--- src/rtl/gpp_pkg.sv ---
// Constants for the general purpose I/O port
package gpp_pkg;
  localparam int PIN_W = 16;
  localparam int IRQ_W = 13;
  localparam int DIV_W = 8;
  localparam int ADDR_W = 8;
  // Register byte offsets
  localparam logic [7:0] OFS_DATA = 8'h00;
  localparam logic [7:0] OFS_DIR = 8'h04;
  localparam logic [7:0] OFS_IN = 8'h08;
  localparam logic [7:0] OFS_IEN = 8'h0C;
  localparam logic [7:0] OFS_STAT = 8'h10;
  localparam logic [7:0] OFS_CLR = 8'h14;
  localparam logic [7:0] OFS_CLKCTL = 8'h18;
  localparam logic [7:0] OFS_DIV14 = 8'h1C;
  localparam logic [7:0] OFS_DIV15 = 8'h20;
  // Reset values
  localparam logic [15:0] DATA_RST = 16'h0000;
  localparam logic [15:0] DIR_RST = 16'h8000;
  localparam logic [12:0] IEN_RST = 13'h0000;
  localparam logic [1:0] CLKCTL_RST = 2'h2;
  localparam logic [7:0] DIV_HI_RST = 8'h01;
  localparam logic [7:0] DIV_LO_RST = 8'h01;
  // Field positions
  localparam int DIV_HI_LSB = 0;
  localparam int DIV_LO_LSB = 8;
  localparam int CK14 = 0;
  localparam int CK15 = 1;
  localparam int PIN14 = 14;
  localparam int PIN15 = 15;
  // Timing
  localparam int PCLK_HZ = 20000000;
  localparam int CLK_MAX_HZ = 33330000;
  localparam int MIN_PHASE_RAW = (PCLK_HZ + 2 * CLK_MAX_HZ - 1) / (2 * CLK_MAX_HZ);
  localparam logic [7:0] MIN_PHASE_CYC = (MIN_PHASE_RAW < 1) ? 8'h01 : 8'(MIN_PHASE_RAW);
endpackage

--- src/rtl/gpp_port.sv ---
// General purpose I/O port with APB registers and two clock outputs
//
// Chosen here: the APB slave port and the address map.
module gpp_port
  import gpp_pkg::*;
(
  // Clock and reset
  input wire logic pclk,
  input wire logic presetn,
  // APB slave
  input wire logic psel,
  input wire logic penable,
  input wire logic pwrite,
  input wire logic [gpp_pkg::ADDR_W-1:0] paddr,
  input wire logic [31:0] pwdata,
  output logic [31:0] prdata,
  output logic pready,
  output logic pslverr,
  // Pins
  input wire logic [gpp_pkg::PIN_W-1:0] gpio_in,
  output logic [gpp_pkg::PIN_W-1:0] gpio_out,
  output logic [gpp_pkg::PIN_W-1:0] gpio_oe,
  // Interrupt
  output logic irq
);
  import gpp_pkg::*;

  function automatic logic [DIV_W-1:0] gpp_lim(input logic [DIV_W-1:0] v);
    gpp_lim = (v < MIN_PHASE_CYC) ? MIN_PHASE_CYC : v;
  endfunction

  ////////////////////////////////////////////////////////////////////////
  logic [PIN_W-1:0] data_reg, data_next;
  logic [PIN_W-1:0] dir_reg, dir_next;
  logic [IRQ_W-1:0] ien_reg, ien_next;
  logic [IRQ_W-1:0] stat_reg, stat_next;
  logic [1:0] mode_reg, mode_next;
  logic [15:0] div_reg [2];
  logic [15:0] div_next [2];
  logic [PIN_W-1:0] sync1_reg, sync2_reg, prev_reg;
  logic [DIV_W-1:0] cnt_reg [2];
  logic [DIV_W-1:0] cnt_next [2];
  logic [1:0] phase_reg, phase_next;
  logic [PIN_W-1:0] out_reg, out_next, oe_reg, oe_next;
  logic [31:0] rd_reg, rd_next;
  logic wr, rd_setup, addr_ok;
  logic [IRQ_W-1:0] events, clr;

  ////////////////////////////////////////////////////////////////////////
  // Bus decode; zero wait states
  assign pready = 1'b1;
  assign wr = psel & penable & pwrite;
  assign rd_setup = psel & ~penable & ~pwrite;
  always_comb
  begin
    case (paddr)
      OFS_DATA, OFS_DIR, OFS_IN, OFS_IEN, OFS_STAT, OFS_CLR,
      OFS_CLKCTL, OFS_DIV14, OFS_DIV15: addr_ok = 1'b1;
      default: addr_ok = 1'b0;
    endcase
  end
  assign pslverr = psel & penable & ~addr_ok;

  // Rising edges on inputs; only the second stage feeds logic
  assign events = sync2_reg[IRQ_W-1:0] & ~prev_reg[IRQ_W-1:0] & ~dir_reg[IRQ_W-1:0];
  assign clr = (wr && paddr == OFS_CLR) ? pwdata[IRQ_W-1:0] : '0;

  always_comb
  begin
    data_next = data_reg;
    dir_next = dir_reg;
    ien_next = ien_reg;
    mode_next = mode_reg;
    div_next[0] = div_reg[0];
    div_next[1] = div_reg[1];
    if (wr)
    begin
      case (paddr)
        OFS_DATA: data_next = pwdata[PIN_W-1:0];
        OFS_DIR: dir_next = pwdata[PIN_W-1:0];
        OFS_IEN: ien_next = pwdata[IRQ_W-1:0];
        OFS_CLKCTL: mode_next = pwdata[1:0];
        OFS_DIV14: div_next[0] = pwdata[15:0];
        OFS_DIV15: div_next[1] = pwdata[15:0];
        default: data_next = data_reg;
      endcase
    end
    // Set wins over a clear in the same cycle
    stat_next = (stat_reg & ~clr) | events;
  end

  always_comb
  begin
    rd_next = rd_reg;
    if (rd_setup)
    begin
      case (paddr)
        OFS_DATA: rd_next = {16'h0000, data_reg};
        OFS_DIR: rd_next = {16'h0000, dir_reg};
        OFS_IN: rd_next = {16'h0000, sync2_reg};
        OFS_IEN: rd_next = {19'h0, ien_reg};
        OFS_STAT: rd_next = {19'h0, stat_reg};
        OFS_CLKCTL: rd_next = {30'h0, mode_reg};
        OFS_DIV14: rd_next = {16'h0000, div_reg[0]};
        OFS_DIV15: rd_next = {16'h0000, div_reg[1]};
        default: rd_next = 32'h00000000;
      endcase
    end
  end
  assign prdata = rd_reg;
  assign irq = |(stat_reg & ien_reg);

  ////////////////////////////////////////////////////////////////////////
  // Clock dividers; index 0 feeds pin 14, index 1 pin 15
  always_comb
  begin
    logic [DIV_W-1:0] lim;
    lim = '0;
    for (int i = 0; i < 2; i++)
    begin
      lim = phase_reg[i] ? gpp_lim(div_reg[i][DIV_HI_LSB +: DIV_W])
                         : gpp_lim(div_reg[i][DIV_LO_LSB +: DIV_W]);
      if (!mode_reg[i])
      begin
        cnt_next[i] = '0;
        phase_next[i] = 1'b0;
      end
      else if (cnt_reg[i] >= lim - 8'h01)
      begin
        cnt_next[i] = '0;
        phase_next[i] = ~phase_reg[i];
      end
      else
      begin
        cnt_next[i] = cnt_reg[i] + 8'h01;
        phase_next[i] = phase_reg[i];
      end
    end
  end

  // Pin drive; clock mode replaces the data bit, direction still gates
  always_comb
  begin
    out_next = data_reg;
    if (mode_reg[CK14])
      out_next[PIN14] = phase_reg[CK14];
    if (mode_reg[CK15])
      out_next[PIN15] = phase_reg[CK15];
    oe_next = dir_reg;
  end
  assign gpio_out = out_reg;
  assign gpio_oe = oe_reg;

  ////////////////////////////////////////////////////////////////////////
  always_ff @(posedge pclk or negedge presetn)
  begin
    if (!presetn)
    begin
      data_reg <= DATA_RST;
      dir_reg <= DIR_RST;
      ien_reg <= IEN_RST;
      stat_reg <= '0;
      mode_reg <= CLKCTL_RST;
      div_reg[0] <= {DIV_LO_RST, DIV_HI_RST};
      div_reg[1] <= {DIV_LO_RST, DIV_HI_RST};
      // Pull-up level, so leaving reset shows no false rising edge
      sync1_reg <= '1;
      sync2_reg <= '1;
      prev_reg <= '1;
      cnt_reg[0] <= '0;
      cnt_reg[1] <= '0;
      phase_reg <= '0;
      out_reg <= DATA_RST;
      oe_reg <= DIR_RST;
      rd_reg <= 32'h00000000;
    end
    else
    begin
      data_reg <= data_next;
      dir_reg <= dir_next;
      ien_reg <= ien_next;
      stat_reg <= stat_next;
      mode_reg <= mode_next;
      div_reg[0] <= div_next[0];
      div_reg[1] <= div_next[1];
      sync1_reg <= gpio_in;
      sync2_reg <= sync1_reg;
      prev_reg <= sync2_reg;
      cnt_reg[0] <= cnt_next[0];
      cnt_reg[1] <= cnt_next[1];
      phase_reg <= phase_next;
      out_reg <= out_next;
      oe_reg <= oe_next;
      rd_reg <= rd_next;
    end
  end

  ////////////////////////////////////////////////////////////////////////
  // Checks; first_reg marks the first cycle after reset release
  logic first_reg;
  always_ff @(posedge pclk or negedge presetn)
  begin
    if (!presetn)
      first_reg <= 1'b1;
    else
      first_reg <= 1'b0;
  end

  property p_dir_drive;
    @(posedge pclk) disable iff (!presetn)
    wr && paddr == OFS_DIR |=> ##1 gpio_oe == $past(pwdata[PIN_W-1:0], 2);
  endproperty
  a_dir_drive: assert property (p_dir_drive) else $error("oe not following direction");

  property p_irq_src;
    @(posedge pclk) disable iff (!presetn)
    events[0] |=> stat_reg[0] && (ien_reg[0] -> irq);
  endproperty
  a_irq_src: assert property (p_irq_src) else $error("input edge lost");

  property p_reset_in;
    @(posedge pclk) disable iff (!presetn)
    first_reg |-> gpio_oe[13:0] == 14'h0000 && gpio_oe[PIN15];
  endproperty
  a_reset_in: assert property (p_reset_in) else $error("pins driven after reset");

  property p_pin14_clk;
    @(posedge pclk) disable iff (!presetn)
    mode_reg[CK14] && $stable(mode_reg[CK14]) |=> gpio_out[PIN14] == $past(phase_reg[CK14]);
  endproperty
  a_pin14_clk: assert property (p_pin14_clk) else $error("pin 14 clock wrong");

  property p_phase_len;
    @(posedge pclk) disable iff (!presetn)
    mode_reg[CK15] && phase_reg[CK15] && cnt_reg[1] < gpp_lim(div_reg[1][DIV_HI_LSB +: DIV_W]) - 8'h01
      && $stable(div_reg[1]) |=> phase_reg[CK15] || !mode_reg[CK15];
  endproperty
  a_phase_len: assert property (p_phase_len) else $error("high phase cut short");

  property p_rst14;
    @(posedge pclk) disable iff (!presetn)
    first_reg |-> !mode_reg[CK14] && !gpio_oe[PIN14];
  endproperty
  a_rst14: assert property (p_rst14) else $error("pin 14 not input at reset");

  property p_rst15;
    @(posedge pclk) disable iff (!presetn)
    first_reg |-> mode_reg[CK15] ##[1:4] gpio_out[PIN15];
  endproperty
  a_rst15: assert property (p_rst15) else $error("pin 15 clock not running");

  // Software may stop the clock; leaving clock mode ends the wait
  property p_clk15_live;
    @(posedge pclk) disable iff (!presetn)
    mode_reg[CK15] && gpio_oe[PIN15] && $stable(mode_reg)
      |-> ##[1:300] ($changed(gpio_out[PIN15]) || !mode_reg[CK15]);
  endproperty
  a_clk15_live: assert property (p_clk15_live) else $error("pin 15 clock stalled");

  property p_div_toggle;
    @(posedge pclk) disable iff (!presetn)
    mode_reg[CK14] && mode_next[CK14] && !phase_reg[CK14]
      && cnt_reg[0] == gpp_lim(div_reg[0][DIV_LO_LSB +: DIV_W]) - 8'h01
      |=> phase_reg[CK14] && cnt_reg[0] == 8'h00;
  endproperty
  a_div_toggle: assert property (p_div_toggle) else $error("divider did not toggle");

  property p_pin15_clk;
    @(posedge pclk) disable iff (!presetn)
    mode_reg[CK15] && $stable(mode_reg[CK15]) |=> gpio_out[PIN15] == $past(phase_reg[CK15]);
  endproperty
  a_pin15_clk: assert property (p_pin15_clk) else $error("pin 15 clock wrong");

  // Low phase of the pin 15 divider lasts its programmed count
  property p_low_len;
    @(posedge pclk) disable iff (!presetn)
    mode_reg[CK15] && !phase_reg[CK15]
      && cnt_reg[1] < gpp_lim(div_reg[1][DIV_LO_LSB +: DIV_W]) - 8'h01
      |=> !phase_reg[CK15];
  endproperty
  a_low_len: assert property (p_low_len) else $error("low phase cut short");

  // A new edge must survive a clear of the same bit
  property p_set_wins;
    @(posedge pclk) disable iff (!presetn)
    (events & clr) != '0
      |=> (stat_reg & $past(events) & $past(clr)) == ($past(events) & $past(clr));
  endproperty
  a_set_wins: assert property (p_set_wins) else $error("clear beat a new edge");

  property p_out_no_event;
    @(posedge pclk) disable iff (!presetn)
    dir_reg[IRQ_W-1:0] != '0
      |=> (stat_reg & ~$past(stat_reg) & $past(dir_reg[IRQ_W-1:0])) == '0;
  endproperty
  a_out_no_event: assert property (p_out_no_event) else $error("event on output pin");

  property p_clk14_gated;
    @(posedge pclk) disable iff (!presetn)
    !dir_reg[PIN14] |=> !gpio_oe[PIN14];
  endproperty
  a_clk14_gated: assert property (p_clk14_gated) else $error("pin 14 driven as input");
endmodule

--- config.mk ---
export PLATFORM = sky130hd
export DESIGN_NAME = gpp_port
export DESIGN_NICKNAME = d
export VERILOG_FILES = /design/src/rtl/gpp_pkg.sv /design/src/rtl/gpp_port.sv
export SDC_FILE = /design/constraint.sdc
export NUM_CORES = 1
export LEC_CHECK = 0
export BUFFER_PORTS_ARGS = -buffer_cell sky130_fd_sc_hd__buf_2
export CORE_MARGIN = 1.5
export CORE_UTILIZATION = 40
export CTS_BUF_LIST = sky130_fd_sc_hd__clkbuf_8 sky130_fd_sc_hd__clkbuf_16
export DETAILED_ROUTE_END_ITERATION = 7
export GPL_ROUTABILITY_DRIVEN = 0
export PLACE_DENSITY = 0.64
export SLEW_MARGIN = 10
export SYNTH_ARGS = -nofsm -noshare
export SYNTH_HDL_FRONTEND = slang
export SYNTH_SLANG_ARGS = --single-unit
--- constraint.sdc ---
create_clock -name pclk -period 6.32 [get_ports pclk]
set_input_delay 1.264 -clock pclk [delete_from_list [all_inputs] [get_ports pclk]]
set_output_delay 1.264 -clock pclk [all_outputs]
set_load 0.05 [all_outputs]
==> metrics.md <==
| Metric | Value |
|---|---|
| Hold path depth | `0` |
| Post-route cell area | `0.0105 mm²` |
| Clk_skew | `between 0.01 and 0.015 ns` |
| CTS tree | `done` |
| Area grow syn2layout | `16.1%` |
| Row Count | `54` |
| GRT busiest layer | `met2` |
| Avg Inst Size Synth | `about 13 µm²` |
| Initial antenna violation count | `0` |
| Tightest Pin Transition | `around 0.89 ns` |
| Placed Instance Area | `~0.0096 mm²` |
| Ys flop type | `dfrtp_1` |
| Synth Area in Adders | `between 2 and 3%` |
| Final Hold Viols | `0` |
| H-tree levels | `1` |
| Post-synthesis sequential area ratio | `57.1%` |
| Clock Pin Slew Worst Setup and Hold Paths | `roughly 0.060 ns` |
| # IOs | `about 130` |
| Met3 GRT Util | `about 3.3%` |
| Die ar. | `0.0234 mm²` |
| Via count | `5867` |
| Yosys cell types | `62` |
| Finish-stage setup viols | `0` |
| Antenna diodes | `0` |
| Max IR drop VDD | `roughly 220 µV` |
| Pwr Total | `between 2 and 3 mW` |
| Max-slew violation count | `0` |
| Instance count of the mapped netlist | `slightly below 700` |
| Leading cell type in the layout, fill and taps excluded | `dfrtp_1` |
| Synth warnings | `0` |
| Hold WC Path Type | `register to register` |
| Max Fclk | `240 MHz` |
| Share of cells above drive strength 1 | `between 30 and 40%` |
| Vias in the first global route | `roughly 5800` |
| Cts bufs inserted | `23` |
| Global-route wire length before repair | `between 30000 and 40000 µm` |
| Clock Latency Late Sink | `about 0.52 ns` |
| Post-DP HPWL | `around 15000 µm` |
| Post-Synth Simple-Gate Area | `a little under a tenth` |
| # hold bufs at CTS | `0` |
| Status | `completed` |
| Period utilization | `roughly two thirds` |
| Die Y | `153 µm` |
| ANT nets after route | `0` |
| Drt first pass iters | `7` |
| Via density | `about 5.4` |
| Most frequent cells in the layout | `dfrtp_1, buf_2, mux2_2` |
| Initial Util | `41.0%` |
| Minimum clock period | `4.16 ns` |
| Mux share of post-synthesis cell area | `between 10% and 20%` |
| Grt met2 use | `between 20% and 30%` |
| Final wirelength | `between 20000 and 25000 µm` |
| Root Buffer Master | `clkbuf_16` |
| Met1 Usage GRT | `a little over a quarter` |
| Synth Cell Area | `roughly 0.009 mm²` |
| Synth Register Bits | `around 200` |
| Max Buffers Root-to-Sink | `3` |
| Main combinational cell family by area after synthesis | `multiplexers` |
| Global Route Usage Sum | `a little under a fifth` |
| Total of max-cap violations | `0` |
| WS Path Type | `input port to output pin` |
| First DRT Iteration DRCs | `397` |
| Register-to-Register Path Depth | `13` |
| Die W | `between 150 and 200 µm` |
| Leakage | `between 4 and 5 nW` |
| Post-cts sizing count | `0` |
| Arr. time, crit path | `~2.9 ns` |
| Sink Count | `about 200` |
| Unrepaired setup endpoints after global routing | `false` |
| Final setup TNS | `0 ns` |
| DRC viols | `0` |
| Endpoint class of the critical path | `output pin` |
| CP Launch Type | `input port` |
| Post-CTS Setup Repair Bufs | `0` |
| P per Cell Area | `~280 mW/mm²` |
| Asr flop ratio synth | `100%` |
| Compound-Gate Fraction of Synth Area | `between 10% and 20%` |
| Largest net degree at the start of global routing | `about 110` |
| Routed len/inst | `19.5 µm` |
| Max reg flops | `32` |
| GRT Residual Overflow | `0` |
| Port Buffers | `94` |
| XOR/XNOR Fraction of Synth Area | `between 2 and 2.5%` |
| Slew HR | `between 40% and 50%` |
| Max Fanout on Critical Path | `8` |
| Core Footprint | `approximately 0.022 mm²` |
| Number of synthesized flops with an enable pin | `0` |
| Final Net Count | `~860` |
| Worst path required time | `between 5 and 6 ns` |
## synthesized netlist by cell type (6+ instances only)
cell type	n	area share, %
nand3_1	17	0.94
clkbuf_1	7	0.29
buf_4	20	1.7
ha_1	20	2.8
o22ai_1	7	0.49
a21oi_1	23	1.3
inv_1	7	0.29
and3_1	8	0.56
dfstp_2	52	15
buf_2	7	0.39
mux4_2	12	3.0
o21ai_1	12	0.67
nor4_1	6	0.42
nand2_1	39	1.6
xor2_1	17	1.7
o21ai_0	9	0.50
mux2_1	8	1.0
mux2_4	10	1.7
nor3_1	8	0.44
a22o_1	37	3.6
dfrtp_1	151	42
buf_6	6	0.75
mux2_2	66	8.3
mux2i_1	10	1.1
nor2_1	50	2.1
a22oi_1	13	1.1
## path summary, 6_finish.rpt
path	startpoint	end	slack (ns)
worst max-delay path	paddr[7]	pslverr	2.16
worst min-delay path	sync1_reg[15]	sync2_reg[15]	0.35
worst max register to register	div_reg[20]	phase_reg[0]	2.54
worst min register to register	sync1_reg[15]	sync2_reg[15]	0.35
max in group asynchronous	presetn	mode_reg[1]	4.30
min in group asynchronous	presetn	gpio_oe[13]	0.84
## logic make-up (layout without fill, tap and decap cells)
group / count (synthesis) / in the layout
DFF: 203 / 203
muxes: 106 / 106
buffers and inverters: 48 / 146
xor gates and xnor gates: 21 / 21
other: 2 / 17
and+or+nand+nor: 156 / 156
AOI/OAI and AO/OA: 129 / 129
adders and majority gates: 20 / 20
## metrics by stage
step | cells | utilization [%] | setup slack [ns] | hold WS [ns]
2_1_floorplan | 700 | - | 2.42 | 0.345
3_3_place_gp | 1036 | 43.9 | 2.22 | 0.346
3_5_place_dp | 1036 | 43.9 | 2.21 | 0.347
4_1_cts | 1078 | 47.6 | 2.21 | 0.352
5_1_grt | 1078 | 47.6 | 2.09 | 0.357
6_report | 1078 | 47.6 | 2.16 | 0.350
## worst max-delay path: stages
cell,delay (ns)
buf_2,0.16
nor4b_4,0.60
nand3_1,0.35
and4_1,0.32
buf_2,0.21
## cell type report
| cell class | count | area, µm² |
|---|---|---|
| fill | 1965 | 11500 |
| clock inverter | 16 | 205 |
| sequential | 203 | 5140 |
| tap | 280 | 350 |
| inverter | 7 | 26.3 |
| clock buffer | 26 | 617 |
| multi-input combinational | 449 | 3610 |
| timing repair buffer | 97 | 502 |
## power breakdown
part | total [mW] | internal [mW] | switching (mW)
Sequential | 1.36 | 1.34 | 0.0183
Clock | 1.42 | 0.871 | 0.546
Combinational | 0.194 | 0.0613 | 0.133
## layer usage
layer	up-vias	part of all wire, %
met4	0	1.4
met3	22	6.9
li1	2677	-
met5	-	0
met2	200	45
met1	2968	46
Note: power is estimated with default switching activity, not from simulation.
